==> src/verilog/cse_pkg.sv <==
// cse_pkg: constants and types for the compare-and-skip execution unit
// assumes one core clock where four clocks make one instruction cycle
package cse_pkg;
  // opcode layout: bits 15:9 select the compare, bit 8 is the access bit
  localparam int         OPC_HI         = 15;
  localparam int         OPC_LO         = 9;
  localparam int         ACC_BIT        = 8;
  localparam logic [6:0] OPC_SKIP_LESS  = 7'h30;
  localparam logic [6:0] OPC_SKIP_EQUAL = 7'h31;
  localparam logic [6:0] OPC_SKIP_GRTR  = 7'h32;
  // access bank number used when the access bit is clear
  localparam logic [3:0] ACCESS_BANK    = 4'h0;
  localparam logic [7:0] WORKING_REGISTER_RESET     = 8'h00;
  localparam logic [3:0] BSR_RESET      = 4'h0;
  localparam logic [20:0] PC_RESET      = 21'h000000;
  // program counter step of one instruction word, in bytes
  localparam logic [20:0] PC_WORD       = 21'h000002;

  typedef enum logic [1:0] {CSE_Q1, CSE_Q2, CSE_Q3, CSE_Q4} cse_phase_t;
  typedef enum logic [1:0] {CSE_OP_NONE, CSE_OP_EQ, CSE_OP_GT,
                            CSE_OP_LT} cse_op_t;
endpackage

==> src/verilog/cse_dmem_if.sv <==
// cse_dmem_if: data memory read port between executor and comparator
// assumes the read data are valid in the same cycle as the request
`timescale 1ns/1ps
interface cse_dmem_if;
  logic       rd_en;
  logic [11:0] rd_addr;
  logic [7:0] rd_data;
  modport exec (output rd_en, output rd_addr, input rd_data);
  modport cmp  (input rd_data);
endinterface

==> src/verilog/cse_exec.sv <==
// cse_exec: decode and execute compare-and-skip instructions by phase
// assumes the fetch unit presents each word and the next word's two-word flag at q1
// Function
// RQ1 - pattern 0110 001a decodes as compare_skip_equal, skip on equality
// RQ2 - pattern 0110 010a decodes as compare_skip_greater, unsigned
// RQ3 - pattern 0110 000a decodes as compare_skip_less, unsigned
// RQ4 - unsigned subtraction, result discarded, no status flag changes
// RQ5 - on skip, fetched instruction dropped, one no-operation cycle added
// RQ6 - skipping a two-word instruction costs three cycles in total
// RQ7 - skip cycles do no read, no processing, no write
// RQ8 - access bit clear picks access bank, set picks bank_select_register
// RQ9 - program counter lands past one or past two instructions
// RQ10 - normal phases: decode, read file, process, idle fourth phase
`timescale 1ns/1ps
module cse_exec
  import cse_pkg::*;
(
  input  wire logic        core_clk,
  input  wire logic        rst_b,
  input  wire logic [15:0] instr_word,
  input  wire logic        next_is_two_word,
  input  wire logic        working_register_load,
  input  wire logic [7:0]  working_register_data,
  input  wire logic        bsr_load,
  input  wire logic [3:0]  bsr_data,
  input  wire logic [7:0]  mem_rd_data,
  output logic             mem_rd_en,
  output logic [11:0]      mem_rd_addr,
  output logic             mem_wr_en,
  output logic             status_wr_en,
  output logic             nop_cycle,
  output logic             instr_busy,
  output logic [20:0]      pc,
  output cse_pkg::cse_phase_t phase
);
  import cse_pkg::*;

  cse_dmem_if mem ();
  cse_phase_t phase_reg;
  cse_op_t    op_reg;
  logic [7:0] working_register;
  logic [3:0] bank_select_register;
  logic [1:0] skip_left_reg;
  logic [7:0] faddr_reg;
  logic       acc_reg;
  logic       two_word_reg;
  logic       skip_cond;
  logic       rd_en_reg;
  logic [11:0] rd_addr_reg;
  logic [20:0] pc_reg;
  cse_op_t    op_next;

  assign mem.rd_data = mem_rd_data;
  assign mem.rd_en   = rd_en_reg;
  assign mem.rd_addr = rd_addr_reg;
  assign mem_rd_en   = mem.rd_en;
  assign mem_rd_addr = mem.rd_addr;
  // RQ4 no write and no status update
  assign mem_wr_en    = 1'b0;
  assign status_wr_en = 1'b0;
  assign nop_cycle    = (skip_left_reg != 2'd0);
  assign instr_busy   = (op_reg != CSE_OP_NONE) || nop_cycle;
  assign pc           = pc_reg;
  assign phase        = phase_reg;

  always_comb
  begin
    unique case (instr_word[OPC_HI:OPC_LO])
      OPC_SKIP_EQUAL: op_next = CSE_OP_EQ;
      OPC_SKIP_GRTR:  op_next = CSE_OP_GT;
      OPC_SKIP_LESS:  op_next = CSE_OP_LT;
      default:        op_next = CSE_OP_NONE;
    endcase
  end

  cse_compare u_cmp (
    .mem              (mem.cmp),
    .working_register (working_register),
    .op               (op_reg),
    .skip_cond        (skip_cond)
  );

  // phase counter
  always_ff @(posedge core_clk or negedge rst_b)
  begin
    if (!rst_b)
      phase_reg <= CSE_Q1;
    else
      phase_reg <= cse_phase_t'(phase_reg + 2'd1);
  end

  always_ff @(posedge core_clk or negedge rst_b)
  begin
    if (!rst_b)
      working_register <= WORKING_REGISTER_RESET;
    else if (working_register_load)
      working_register <= working_register_data;
  end

  always_ff @(posedge core_clk or negedge rst_b)
  begin
    if (!rst_b)
      bank_select_register <= BSR_RESET;
    else if (bsr_load)
      bank_select_register <= bsr_data;
  end

  // RQ10 q1 decode, latched only outside skip cycles
  always_ff @(posedge core_clk or negedge rst_b)
  begin
    if (!rst_b)
    begin
      op_reg       <= CSE_OP_NONE;
      faddr_reg    <= 8'h00;
      acc_reg      <= 1'b0;
      two_word_reg <= 1'b0;
    end
    else if (phase_reg == CSE_Q1 && skip_left_reg == 2'd0)
    begin
      op_reg       <= op_next;
      faddr_reg    <= instr_word[7:0];
      acc_reg      <= instr_word[ACC_BIT];
      two_word_reg <= next_is_two_word;
    end
    else if (phase_reg == CSE_Q4)
      op_reg <= CSE_OP_NONE;
  end

  // RQ8 bank selection on q2 read
  always_ff @(posedge core_clk or negedge rst_b)
  begin
    if (!rst_b)
    begin
      rd_en_reg   <= 1'b0;
      rd_addr_reg <= 12'h000;
    end
    else
    begin
      // RQ10 read issued at end of q2, data used in q3
      // op_reg only holds the new compare once the q1 edge has passed
      rd_en_reg <= (phase_reg == CSE_Q2) && (op_reg != CSE_OP_NONE)
                   && (skip_left_reg == 2'd0);
      if (phase_reg == CSE_Q2)
        rd_addr_reg <= {acc_reg ? bank_select_register : ACCESS_BANK,
                        faddr_reg};
    end
  end

  // RQ5 skip cycles counted at q3 result
  // RQ6 two nop cycles for a two-word target
  always_ff @(posedge core_clk or negedge rst_b)
  begin
    if (!rst_b)
      skip_left_reg <= 2'd0;
    else if (phase_reg == CSE_Q3 && op_reg != CSE_OP_NONE && skip_cond)
      skip_left_reg <= two_word_reg ? 2'd2 : 2'd1;
    else if (phase_reg == CSE_Q4 && skip_left_reg != 2'd0
             && op_reg == CSE_OP_NONE)
      skip_left_reg <= skip_left_reg - 2'd1;
  end

  // RQ9 program counter advance per cycle, including skipped words
  always_ff @(posedge core_clk or negedge rst_b)
  begin
    if (!rst_b)
      pc_reg <= PC_RESET;
    else if (phase_reg == CSE_Q4)
      pc_reg <= pc_reg + PC_WORD;
  end

  // RQ7 skip cycles never read memory
  no_read_skip_a: assert property (@(posedge core_clk) disable iff (!rst_b)
    (nop_cycle && op_reg == CSE_OP_NONE) |-> !mem_rd_en)
    else $error("memory read during skip cycle");

  // RQ4 never any write
  no_write_a: assert property (@(posedge core_clk) disable iff (!rst_b)
    !mem_wr_en && !status_wr_en)
    else $error("write seen from compare");

  // RQ5 skip starts at q4 after true compare
  skip_start_a: assert property (@(posedge core_clk) disable iff (!rst_b)
    (phase_reg == CSE_Q3 && op_reg != CSE_OP_NONE && skip_cond)
    |=> nop_cycle)
    else $error("skip not entered");

  // RQ6 two-word skip lasts two more cycles
  skip_two_a: assert property (@(posedge core_clk) disable iff (!rst_b)
    (phase_reg == CSE_Q3 && op_reg != CSE_OP_NONE && skip_cond
     && two_word_reg) |=> ##5 nop_cycle)
    else $error("two-word skip too short");

  // RQ10 read issued at end of q2, enable seen only in q3
  read_q2_a: assert property (@(posedge core_clk) disable iff (!rst_b)
    mem_rd_en |-> phase_reg == CSE_Q3)
    else $error("read outside q2 window");

  // RQ8 access bank when access bit clear
  bank_sel_a: assert property (@(posedge core_clk) disable iff (!rst_b)
    (mem_rd_en && !acc_reg) |-> mem_rd_addr[11:8] == ACCESS_BANK)
    else $error("wrong bank");

  // RQ9 pc steps one word per cycle
  pc_step_a: assert property (@(posedge core_clk) disable iff (!rst_b)
    phase_reg == CSE_Q4 |=> pc_reg == $past(pc_reg) + PC_WORD)
    else $error("pc step wrong");

  // RQ1 equal compare decoded
  eq_decode_a: assert property (@(posedge core_clk) disable iff (!rst_b)
    (phase_reg == CSE_Q1 && skip_left_reg == 2'd0
     && instr_word[OPC_HI:OPC_LO] == OPC_SKIP_EQUAL) |=> op_reg == CSE_OP_EQ)
    else $error("equal decode wrong");
endmodule

==> src/verilog/cse_compare.sv <==
// cse_compare: unsigned subtraction of working register from data byte
// assumes operands are stable during the process phase
`timescale 1ns/1ps
module cse_compare
  import cse_pkg::*;
(
  cse_dmem_if.cmp      mem,
  input  wire logic [7:0]  working_register,
  input  wire cse_pkg::cse_op_t op,
  output logic             skip_cond
);
  logic [8:0] diff;

  // RQ4 subtraction result kept private
  assign diff = {1'b0, mem.rd_data} - {1'b0, working_register};

  always_comb
  begin
    unique case (op)
      // RQ1 equal test
      CSE_OP_EQ:   skip_cond = (diff == 9'h000);
      // RQ2 unsigned greater
      CSE_OP_GT:   skip_cond = !diff[8] && (diff != 9'h000);
      // RQ3 unsigned less via borrow
      CSE_OP_LT:   skip_cond = diff[8];
      CSE_OP_NONE: skip_cond = 1'b0;
    endcase
  end
endmodule

==> config.mk <==
export PLATFORM = sky130hd
export DESIGN_NAME = cse_exec
export DESIGN_NICKNAME = d
export VERILOG_FILES = /design/src/verilog/cse_pkg.sv /design/src/verilog/cse_dmem_if.sv /design/src/verilog/cse_exec.sv /design/src/verilog/cse_compare.sv
export SDC_FILE = /design/constraint.sdc
export NUM_CORES = 1
export LEC_CHECK = 0
export BUFFER_PORTS_ARGS = -buffer_cell sky130_fd_sc_hd__buf_2
export CAP_MARGIN = 20
export CORE_MARGIN = 3
export CORE_UTILIZATION = 56
export CTS_CLUSTER_DIAMETER = 120
export DETAILED_ROUTE_END_ITERATION = 10
export PLACE_DENSITY = 0.85
export SLEW_MARGIN = 20
export SYNTH_ARGS = -nofsm -noshare
export SYNTH_HDL_FRONTEND = slang
export SYNTH_SLANG_ARGS = --single-unit
==> constraint.sdc <==
create_clock -name core_clk -period 4.9 [get_ports core_clk]
set_clock_uncertainty 0.1 [all_clocks]
set_input_delay 0.735 -clock core_clk [delete_from_list [all_inputs] [get_ports core_clk]]
set_output_delay 0.735 -clock core_clk [all_outputs]
set_load 0.1 [all_outputs]
# Yosys cells after proc, flatten, opt, wreduce, memory -nomap -nowiden
# Cells that the tools add are included.
classes:
  n_addsub: 4
  n_mul: 0
  div: 0
  order_cmp: 0
  n_eq_ne: 9
  shift: 0
  n_mux: 8
  bitwise_logic: 0
  reduce_logical: 19
ops:
  columns: ["operator", "n"]
  rows:
  - ["21-bit by 2-bit adder with 21-bit output (second input constant)", 1]
  - ["7-bit by 6-bit == test with 1-bit output (second input constant)", 3]
  - ["2-bit 2-to-1 mux", 5]
  - ["9-bit zero test", 1]
  - ["9-bit nonzero test", 1]
  - ["8-bit by 8-bit subtractor with 9-bit output", 1]
  - ["2-bit == test (second input constant)", 4]
  - ["1-bit logical AND", 8]
  - ["2-bit nonzero test", 4]
  - ["2-bit zero test", 3]
  - ["2-bit one-hot mux with 3 select lines", 1]
  - ["2-bit by 1-bit == test with 1-bit output (second input constant)", 2]
  - ["4-bit 2-to-1 mux", 1]
  - ["1-bit one-hot mux with 4 select lines", 1]
  - ["2-bit by 1-bit adder with 2-bit output (second input constant)", 1]
  - ["2-bit by 1-bit subtractor with 2-bit output (second input constant)", 1]
  - ["1-bit zero test", 1]
  - ["1-bit logical OR", 1]
word_totals:
  register_bits: 62
  latchBits: 0
  ram_bits: 0
  mem_bits_ro: 0
  output_inout_bits: 40
  wordCells: 51
  n_memories: 0

# Depth between registers and ports, before layout
# Gate-level depths: netlist of run 1.
logic_depth:
  ltp_word: 6
  mapped_depth: 8
  ltp_nobuf: 8

# Modules after synthesis
# A second synthesis of run 1 with hierarchy kept.
hier_totals:
  cells_unflattened: 245
  area_unflattened_um2: 2949.1
modules_own_cells:
  columns: ["mod", "instances", "cells_each", "area_per_inst_um2"]
  rows:
  - ["cse_exec", 1, 195, 2563.7]
  - ["cse_compare", 1, 50, 385.4]

# Worst setup path before layout of run 1
# No wires, ideal clock.
synth_path:
  path_kind: "reg-to-reg"
  from: "reg phase_reg[1], in the netlist phase[1]"
  to: "reg pc_reg[18], in the netlist pc[18]"
  setup_time_ns: 0.158
  arrival_time_ns: 2.543
  t_required_ns: 4.642
  slack_ns: 2.099
  path_stages_with_launch: 8
  n_path_buf: 1
  cell_sequence: "dfrtp_1 > ha_1 > clkbuf_1 > nand4_1 > or2_2 > nor3_2 > nand3_1 > xnor2_1"
synth_via:
  elab_chain_len: 1
synth_lines:
  columns: ["item", "line", "rtl"]
  rows:
  - ["start: declaration", "cse_exec.sv:39", "cse_phase_t phase_reg;"]
  - ["start signal: assignment", "cse_exec.sv:89", "phase_reg <= cse_phase_t'(phase_reg + 2'd1);"]
  - ["2-bit == test", "cse_exec.sv:167", "else if (phase_reg == CSE_Q4)"]
  - ["end signal: assignment", "cse_exec.sv:168", "pc_reg <= pc_reg + PC_WORD;"]
  - ["end: declaration", "cse_exec.sv:50", "logic [20:0] pc_reg;"]
# No other way between the ends.
# A chain may end at the register's enable or synchronous reset.

# Worst setup path in the final report of run 1
layout_path:
  from: "in mem_rd_data[4]"
  to: "reg skip_left_reg[1]"
layout_via:
  elab_chain_len: 6
  word_cells_on_any_way: 9
layout_lines:
  columns: ["item", "line", "rtl"]
  rows:
  - ["start: declaration", "cse_exec.sv:26", "input wire logic [7:0] mem_rd_data,"]
  - ["8-bit by 8-bit subtractor with 9-bit output (*)", "cse_compare.sv:15", "assign diff = {1'b0, mem.rd_data} - {1'b0, working_register};"]
  - ["9-bit nonzero test / 1-bit zero test (equally long branches)", "cse_compare.sv:23", "CSE_OP_GT: skip_cond = !diff[8] && (diff != 9'h000);"]
  - ["1-bit logical AND", "cse_compare.sv:23", null]
  - ["1-bit one-hot mux with 4 select lines (*)", "cse_compare.sv:19", "unique case (op)"]
  - ["1-bit logical AND (*)", "cse_exec.sv:155", "else if (phase_reg == CSE_Q3 && op_reg != CSE_OP_NONE && skip_cond)"]
  - ["2-bit 2-to-1 mux / 2-bit nonzero test (equally long branches)", null, null]
  - ["end signal: assignment", "cse_exec.sv:156", "skip_left_reg <= two_word_reg ? 2'd2 : 2'd1;"]
  - ["end signal: assignment", "cse_exec.sv:159", "skip_left_reg <= skip_left_reg - 2'd1;"]
  - ["end: declaration", "cse_exec.sv:43", "logic [1:0] skip_left_reg;"]
# Mark *: on every way between the ends. The rest lies on a longest branch, timed or not.

==> out/results.tsv, run 1 <==
metric	value	unit
area of the die	6170	µm²
combinational family with the most area after synthesis	simple AND/OR/NAND/NOR gates	
DRT Wirelength	5750	µm
Synth Area in Adders	5.94	%
CP cell instances	buf_2, ha_1, or3_1, nor3_2, a311oi_1, a311oi_4, mux2_2, a211oi_1	
vias in the first global route	2218	
Initial DRC Count	52	
mux contribution to synthesized area	10.3	%
Tot Pwr	1.74	mW
layout cells sized above 1	35.6	%
nets	402	
post-layout util	72.5	%
antenna-violating nets left	0	
CP bufs+invs	1	
Worst path slowest cell	or3_1	
Critical Path RT	5.04	ns
register clock-pin slew on the reported worst setup and hold paths	0.07	ns
Synth Area in Compound Gates	7.35	%
EDFF count, synth	0	
first-pass GRT wire length	9760	µm
register area share after synthesis	51.8	%
Total GRT Usage	20.6	%
Ant. Diodes	0	
Crit. End Element	register	
# Post-CTS Setup Buffers	0	
worst skew pair latency	0.34	ns
Worst Hold Class	register to register	
Placed Instance Area	3390	µm²
Async SR Flop Fraction	100	%
fin area	3560	µm²
Via-to-Cell Ratio	5.25	
fin crit share	53.5	%
Initial Utilization	60.0	%
# setup viols final	0	
non-filler cells, final	418	
status	complete, no violations	
Post-DP HPWL	4160	µm
deepest clock path buffer count	2	
largest net degree at the start of global routing	62	
max-cap viol count	0	
Leakage Power	1.78	nW
RSZ-0062 raised after global routing	no	
top_reg_cell synth	dfrtp_1	
Synth-to-Final Area Change	20.9	%
hold_buf cts	0	
area of the multi-input gates	1320	µm²
CP arrival	2.76	ns
DRC errors left	0	
FF+latch count, synth	61	
post-synthesis simple-gate area fraction	14.6	%
wire length per cell	13.7	µm
Levels on crit path	8	
Syn Area/Cell	11.1	µm²
placed insts	403	
router iterations before antenna repair	4	
CP peak stage delay	0.40	ns
CP delay by family, top	compound AO/OA/AOI/OAI gates	
initial antenna violation count	0	
minimum clock period	2.62	ns
XOR/XNOR Fraction of Synth Area	6.24	%
Core Area	4910	µm²
Gate Count Post-Synth	265	
Post-Syn Area	2950	µm²
setup_tns	0	ns
post-synth cell types	40	
vias after detailed routing	2194	
Max Slew Vio Count	0	
Max FO, Critical Path	6	
Die Y	78.5	µm
Min-Delay Path Depth	1	
Slew HR	50.4	%
CTS Sinks	61	
IO Pins	81	
Seq. cell area	1530	µm²
reg2reg path depth	8	
H-tree Lvls	3	
CTS root buffer	clkbuf_8	
yosys warns	0	
Fin Hold WS	0.377	ns
Startpoint Class	primary input	
overall die width	78.5	µm
CTS tree	yes	
Cell Pwr Density	489	nW/µm²
Post-CTS Resized	0	
# fillers	364	
final worst slack	2.28	ns
GRT overflow	0	
Final Hold Vio Count	0	
Max Fclk	0.382	GHz
RePlAce Congestion	0.781	
pre-CTS setup slack	1.95	ns
worst r2r src	working_register[4]	
FP Rows	25	
CTS buffer count	9	
PortBufs	77	
critical path class	primary input to register	
max FFs per register	20	
CP Launch Point	mem_rd_data[4]	
worst hold start	pc[20]	
actual slew at the worst max-slew pin	0.744	ns
Max VDD drop	609	µV
==> layout by cell type (no fill, tap or decap), types with 6 or more instances in the layout <==
cell	count
nand2_1	27
o21ai_0	13
nand3_1	14
mux2_2	26
clkbuf_8	11
buf_2	77
nor2_1	12
nor3_1	7
xnor2_1	15
inv_1	17
dfrtp_1	61
ha_1	14
xor2_1	6
==> layout make-up <==
cell class,instances,share of cell area [%]
multi-input cells,180,37.0
inverters,17,1.79
clock inverters,3,0.597
clock buffers,12,4.36
repair buffers,78,11.0
flip-flops and latches,61,42.9
well taps,67,2.35
==> logic make-up (layout without fill, tap and decap cells) <==
| group | Yosys count | after routing |
|---|---|---|
| and+or+nand+nor | 84 | 84 |
| AOI/OAI and AO/OA | 31 | 31 |
| muxes | 27 | 27 |
| DFF | 61 | 61 |
| other | 1 | 3 |
| buffers and inverters | 26 | 110 |
| xor gates and xnor gates | 21 | 21 |
| adders and majority gates | 14 | 14 |
==> worst paths after layout <==
kind                                  endpoint  slack (ns)
max                           skip_left_reg[1]        2.28
min                                     pc[20]        0.38
max reg2reg                   skip_left_reg[1]        2.42
min reg2reg                             pc[20]        0.38
max in group asynchronous  working_register[1]        3.77
min in group asynchronous  working_register[4]        0.45
==> cells in the mapped netlist, types with 2 or more instances <==
cell | count | area [µm²]
nor2b_1 | 2 | 12.5
nor2_1 | 12 | 45.0
dfrtp_1 | 61 | 1530
o21ai_0 | 13 | 65.1
a21o_1 | 4 | 30.0
nand2_1 | 27 | 101
and3_1 | 4 | 25.0
a211oi_1 | 2 | 15.0
nor3_1 | 7 | 35.0
nor3_2 | 2 | 20.0
nand4_1 | 3 | 18.8
nand3b_1 | 2 | 15.0
inv_1 | 17 | 63.8
nor4_1 | 2 | 12.5
nand3_1 | 14 | 70.1
ha_1 | 14 | 175
o21a_1 | 2 | 15.0
a21oi_1 | 4 | 20.0
mux2_2 | 26 | 293
buf_4 | 3 | 22.5
xor2_1 | 6 | 52.6
clkbuf_1 | 6 | 22.5
xnor2_1 | 15 | 131
==> layer usage <==
metal | share of wire, % | up-vias | routed length [µm] | global-route usage (%)
met2 | 47 | 72 | 2710 | 33.1
met1 | 43 | 1036 | 2480 | 24.7
met3 | 7.6 | 12 | 435 | 8.14
li1 | - | 1074 | - | -
met5 | 0 | - | 0 | 0
met4 | 2.2 | 0 | 126 | 8.04
==> report_power, final <==
part / switching, mW / internal (mW) / leakage [nW] / total, mW
Combinational: 0.522 / 0.153 / 0.933 / 0.676
Sequential: 0.0608 / 0.607 / 0.763 / 0.668
Clock: 0.190 / 0.208 / 0.0884 / 0.398
==> worst reg2reg max path, cell delays in order, from the launching register on <==
cell,delay [ns]
dfrtp_1,0.36
inv_1,0.07
ha_1,0.28
or3_1,0.40
nor3_2,0.11
a311oi_1,0.09
a311oi_4,0.37
mux2_2,0.38
a211oi_1,0.22
No activity file was read; power rests on OpenSTA's default activity.
==> run 2: changes to the inputs <==
CORE_UTILIZATION = 52   (was 56)
PLACE_DENSITY = 0.79   (was 0.85)
clock period = 2.6 ns   (was 4.9 ns; I/O delays follow)
==> run 2 against run 1 <==
  * Final area increased by 0.67%
  * Critical path depth unchanged
  * Cell count increased by 1.2%
  * First-iteration DRC count increased by 42%
  * Critical endpoint unchanged
==> out/results.tsv, run 2 (synthesized netlist as in run 1, its figures left out) <==
metric	value	unit	change
max-cap viol count	0		unchanged
Placed Instance Area	3400	µm²	+0.48%
first-pass GRT wire length	10100	µm	+3.4%
CTS tree	yes		
minimum clock period	2.48	ns	
Ant. Diodes	0		unchanged
actual slew at the worst max-slew pin	0.704	ns	-0.0403 ns
status	complete, no violations		
register clock-pin slew on the reported worst setup and hold paths	0.07	ns	about the same
Cell Pwr Density	910	nW/µm²	+86%
CP bufs+invs	1		unchanged
GRT overflow	0		unchanged
Synth-to-Final Area Change	21.7	%	
Via-to-Cell Ratio	5.20		-0.91%
Leakage Power	1.79	nW	+0.19%
fin crit share	95.2	%	
Max Fclk	0.404	GHz	
# Post-CTS Setup Buffers	0		unchanged
IO Pins	81		unchanged
overall die width	81.3	µm	+3.5%
FP Rows	26		+4.0%
CP delay by family, top	compound AO/OA/AOI/OAI gates		
Post-DP HPWL	4640	µm	+12%
CP cell instances	inv_1, ha_2, a21oi_2, a21o_1, nand3_1, a311oi_4, mux2_2, a211oi_1		
worst skew pair latency	0.33	ns	about the same
most common cell after layout, fill and taps aside	buf_2		
area of the multi-input gates	1330	µm²	+0.47%
# fillers	433		+19%
largest net degree at the start of global routing	34		-45%
Max VDD drop	1000	µV	+65%
H-tree Lvls	3		unchanged
layout cells sized above 1	37.7	%	+2.1 points
area of the die	6610	µm²	+7.1%
Final Hold Vio Count	0		unchanged
wire length per cell	14.1	µm	+2.4%
vias in the first global route	2250		+1.4%
Die Y	81.3	µm	+3.5%
commonest non-fill, non-tap cells in the layout	buf_2 (77), dfrtp_1 (57), nand2_1 (27)		
max FFs per register	20		unchanged
CTS Sinks	61		unchanged
Startpoint Class	register		
nets	403		+0.25%
Critical Path RT	2.74	ns	-2.30 ns
Core Area	5300	µm²	+8.0%
antenna-violating nets left	0		unchanged
Worst path slowest cell	a311oi_4		
deepest clock path buffer count	2		unchanged
non-filler cells, final	423		+1.2%
# setup viols final	0		unchanged
CTS buffer count	9		unchanged
Crit. End Element	register		
DRC errors left	0		unchanged
Initial DRC Count	74		+42%
Seq. cell area	1530	µm²	+0.33%
RePlAce Congestion	0.850		+8.8%
router iterations before antenna repair	4		unchanged
vias after detailed routing	2200		+0.27%
critical path class	register to register		
Max FO, Critical Path	5		-1
Worst Hold Class	primary input to asynchronous set/reset pin		
CTS root buffer	clkbuf_8		
fin area	3590	µm²	+0.67%
CP peak stage delay	0.40	ns	about the same
DRT Wirelength	5950	µm	+3.6%
CP arrival	2.61	ns	-0.15 ns
initial antenna violation count	0		unchanged
Total GRT Usage	20.1	%	-0.48 points
Initial Utilization	55.6	%	-4.4 points
Max Slew Vio Count	0		unchanged
placed insts	407		+0.99%
Slew HR	53.1	%	+2.7 points
PortBufs	77		unchanged
==> run 2: repair_timing <==
item                                    4_1_cts  5_1_grt
resized for setup                             0        2
endpoints found under the setup margin        0        2
hold buffers                                  0        0
endpoints found under the hold margin         0        0
==> run 2: power by group <==
part	internal [mW]	switching [mW]
registers	1.14	0.105
logic	0.293	0.985
clock network	0.393	0.342
==> run 2: final timing paths <==
check	start	to	slack (ns)	cells past startpoint
max reg2reg	working_register[2]	skip_left_reg[1]	0.12	8
min in group core_clk	instr_word[10]	op_reg[0]	0.17	2
min	rst_b	pc[15]	0.01	1
max in group asynchronous	rst_b	mem_rd_addr[0]	1.70	2
max	working_register[2]	skip_left_reg[1]	0.12	8
min reg2reg	pc[20]	pc[20]	0.37	1
==> run 2: stage by stage <==
stage          setup WS (ns)  hold slack, ns  util, %  power [mW]  setup TNS, ns
4_1_cts               0.0814          0.0438     67.5        3.29              0
5_1_grt             -0.00268          0.0605     67.6        3.43       -0.00268
2_1_floorplan         0.0258        -0.00559        -        2.30              0
3_3_place_gp          0.0692           0.356     64.2        2.51              0
6_report               0.124          0.0111     67.6        3.26              0
3_5_place_dp         -0.0273           0.362     64.2        2.55        -0.0273
==> run 2: layout make-up <==
type	count	area share, %
Inverter	17	1.78
Clock inverter	4	0.628
Timing Repair Buffer	79	11.2
Multi-Input combinational cell	180	37.0
Clock buffer	12	4.33
Tap cell	70	2.44
Sequential cell	61	42.7
==> run 2: per-layer routing <==
layer | part of all wire (%) | up-vias | track usage (%)
met2 | 51 | 56 | 32.8
met5 | 0 | - | 0
met1 | 42 | 1060 | 24.6
li1 | - | 1073 | -
met3 | 5.6 | 11 | 5.54
met4 | 1.6 | 0 | 9.29
==> run 2: worst reg2reg max path, cell delays in order, from the launching register on <==
cell and delay (ns):
dfrtp_1 0.37, inv_1 0.09, ha_2 0.32, a21oi_2 0.22
a21o_1 0.18, nand3_1 0.12, a311oi_4 0.40, mux2_2 0.38
a211oi_1 0.21
==> run 3: changes to the inputs <==
REMOVE_ABC_BUFFERS = 1   (was default)
SLEW_MARGIN = 10   (was 20)
==> run 3 against run 2 <==
  * Non-clock buffer count is 1 higher
  * Critical endpoint unchanged
  * Count of clock-buffer cells in the layout decreased by 2
  * Final area is 0.49% higher
  * Wire length down 6.2%
  * Critical path type unchanged
  * Sequential power about the same
==> out/results.tsv, run 3 (synthesized netlist as in run 1, its figures left out) <==
metric	value	unit	change
router iterations before antenna repair	4		unchanged
vias after detailed routing	2117		-3.8%
deepest clock path buffer count	2		unchanged
CP peak stage delay	0.38	ns	-0.02 ns
CP cell instances	inv_1, ha_1, o21a_1, nor3_1, o2111ai_1, a311oi_4, mux2_2, a211oi_1		
most common cell after layout, fill and taps aside	buf_2		
DRC errors left	0		unchanged
H-tree Lvls	3		unchanged
Core Area	5300	µm²	unchanged
overall die width	81.3	µm	unchanged
DRT Wirelength	5580	µm	-6.2%
Initial Utilization	55.6	%	unchanged
layout cells sized above 1	36.3	%	-1.4 points
Post-CTS Resized	0		unchanged
status	complete, no violations		
max FFs per register	20		unchanged
CP arrival	2.57	ns	-0.04 ns
wire length per cell	13.2	µm	-6.2%
CTS buffer count	9		unchanged
Cell Pwr Density	933	nW/µm²	+2.5%
first-pass GRT wire length	9030	µm	-10%
# setup viols final	0		unchanged
Max Slew Vio Count	0		unchanged
Max VDD drop	942	µV	-6.1%
pre-CTS setup slack	-0.0365	ns	-0.00917 ns
Post-DP HPWL	4130	µm	-11%
Critical Path RT	2.74	ns	about the same
CTS root buffer	clkbuf_8		
vias in the first global route	2028		-9.9%
largest net degree at the start of global routing	62		+82%
PortBufs	77		unchanged
CTS Sinks	61		unchanged
Crit. End Element	register		
Die Y	81.3	µm	unchanged
Ant. Diodes	0		unchanged
Via-to-Cell Ratio	5.00		-3.8%
Total GRT Usage	17.9	%	-2.2 points
Placed Instance Area	3400	µm²	about the same
initial antenna violation count	0		unchanged
worst skew pair latency	0.33	ns	about the same
Initial DRC Count	70		-5.4%
actual slew at the worst max-slew pin	0.755	ns	+0.0513 ns
nets	404		+0.25%
Max FO, Critical Path	5		unchanged
GRT overflow	0		unchanged
Startpoint Class	register		
fin area	3600	µm²	+0.49%
max-cap viol count	0		unchanged
minimum clock period	2.43	ns	-0.0459 ns
RePlAce Congestion	0.792		-6.9%
Synth-to-Final Area Change	22.3	%	
area of the die	6610	µm²	unchanged
hold_buf cts	0		unchanged
commonest non-fill, non-tap cells in the layout	buf_2 (77), dfrtp_1 (61), nand2_1 (27)		
final worst slack	0.170	ns	+0.0459 ns
Worst Hold Class	primary input to asynchronous set/reset pin		
fin crit share	93.4	%	-1.8 points
critical path class	register to register		
register clock-pin slew on the reported worst setup and hold paths	0.07	ns	about the same
IO Pins	81		unchanged
Fin Hold WS	0.114	ns	+0.103 ns
Slew HR	49.6	%	-3.4 points
Leakage Power	1.80	nW	+0.50%
FP Rows	26		unchanged
CTS tree	yes		
Tot Pwr	3.36	mW	+3.0%
RSZ-0062 raised after global routing	no		
Max Fclk	0.412	GHz	+1.9%
Worst path slowest cell	a311oi_4		
Final Hold Vio Count	0		unchanged
antenna-violating nets left	0		unchanged
[run 3: cell count changes in the layout (fill, tap and decap cells not counted), sizes merged]
cell	before	now
clkbuf	12	10
clkinv	3	1
clkinvlp	1	3
buf	79	80
bufinv	0	1
[run 3: through the flow]
stage | std cells | util [%] | setup TNS [ns]
CTS | 423 | 68.0 | 0
detailed placement | 408 | 64.2 | -0.0365
floorplan | 258 | - | -0.210
global placement | 408 | 64.2 | 0
finish | 423 | 68.0 | 0
global route | 423 | 68.0 | 0
[run 3: layer usage]
layer,track usage (%),vias to the layer above,wire length [µm]
met5,0,-,0
met4,8.61,0,75
met3,5.10,7,373
met2,28.5,63,2580
met1,22.4,970,2550
li1,-,1077,-
[run 3: path summary, 6_finish.rpt]
kind                                startpoint          endpoint  slack (ns)  depth (start not counted)
setup / recovery           working_register[3]  skip_left_reg[1]        0.17                          8
setup reg to reg           working_register[3]  skip_left_reg[1]        0.17                          8
max in group asynchronous                rst_b      two_word_reg        1.78                          2
min in group core_clk            instr_word[9]         op_reg[1]        0.14                          2
hold reg to reg                         pc[20]            pc[20]        0.38                          1
hold / removal                           rst_b             pc[8]        0.11                          2
[run 3: layout make-up]
cell class | instances | area [µm²]
Timing Repair Buffer | 80 | 408
Clock inverter | 5 | 61.3
Inverter | 17 | 63.8
Clock buffer | 10 | 138
Sequential cell | 61 | 1530
Tap cell | 70 | 87.6
Fill cell | 407 | 1700
Multi-Input combinational cell | 180 | 1320
[run 3: worst max-delay path: cells and delay by family, from the launching register on]
family,cells,cell delay (ns)
multiplexers,1,0.38
AND/OR/NAND/NOR,1,0.15
adder cells (fa/ha/maj),1,0.27
AO/OA/AOI/OAI,4,0.98
flip-flops,1,0.36
buffers and inverters,1,0.08
[run 3: timing repair]
item / in CTS / in global routing
setup endpoints to repair: 0 / 1
setup buffers: 0 / 0
endpoints found under the hold margin: 0 / 0
[run 3: report_power, final]
group,internal (mW),switching [mW]
registers,1.14,0.108
logic,0.292,0.979
clock network,0.464,0.373
total,1.90,1.46
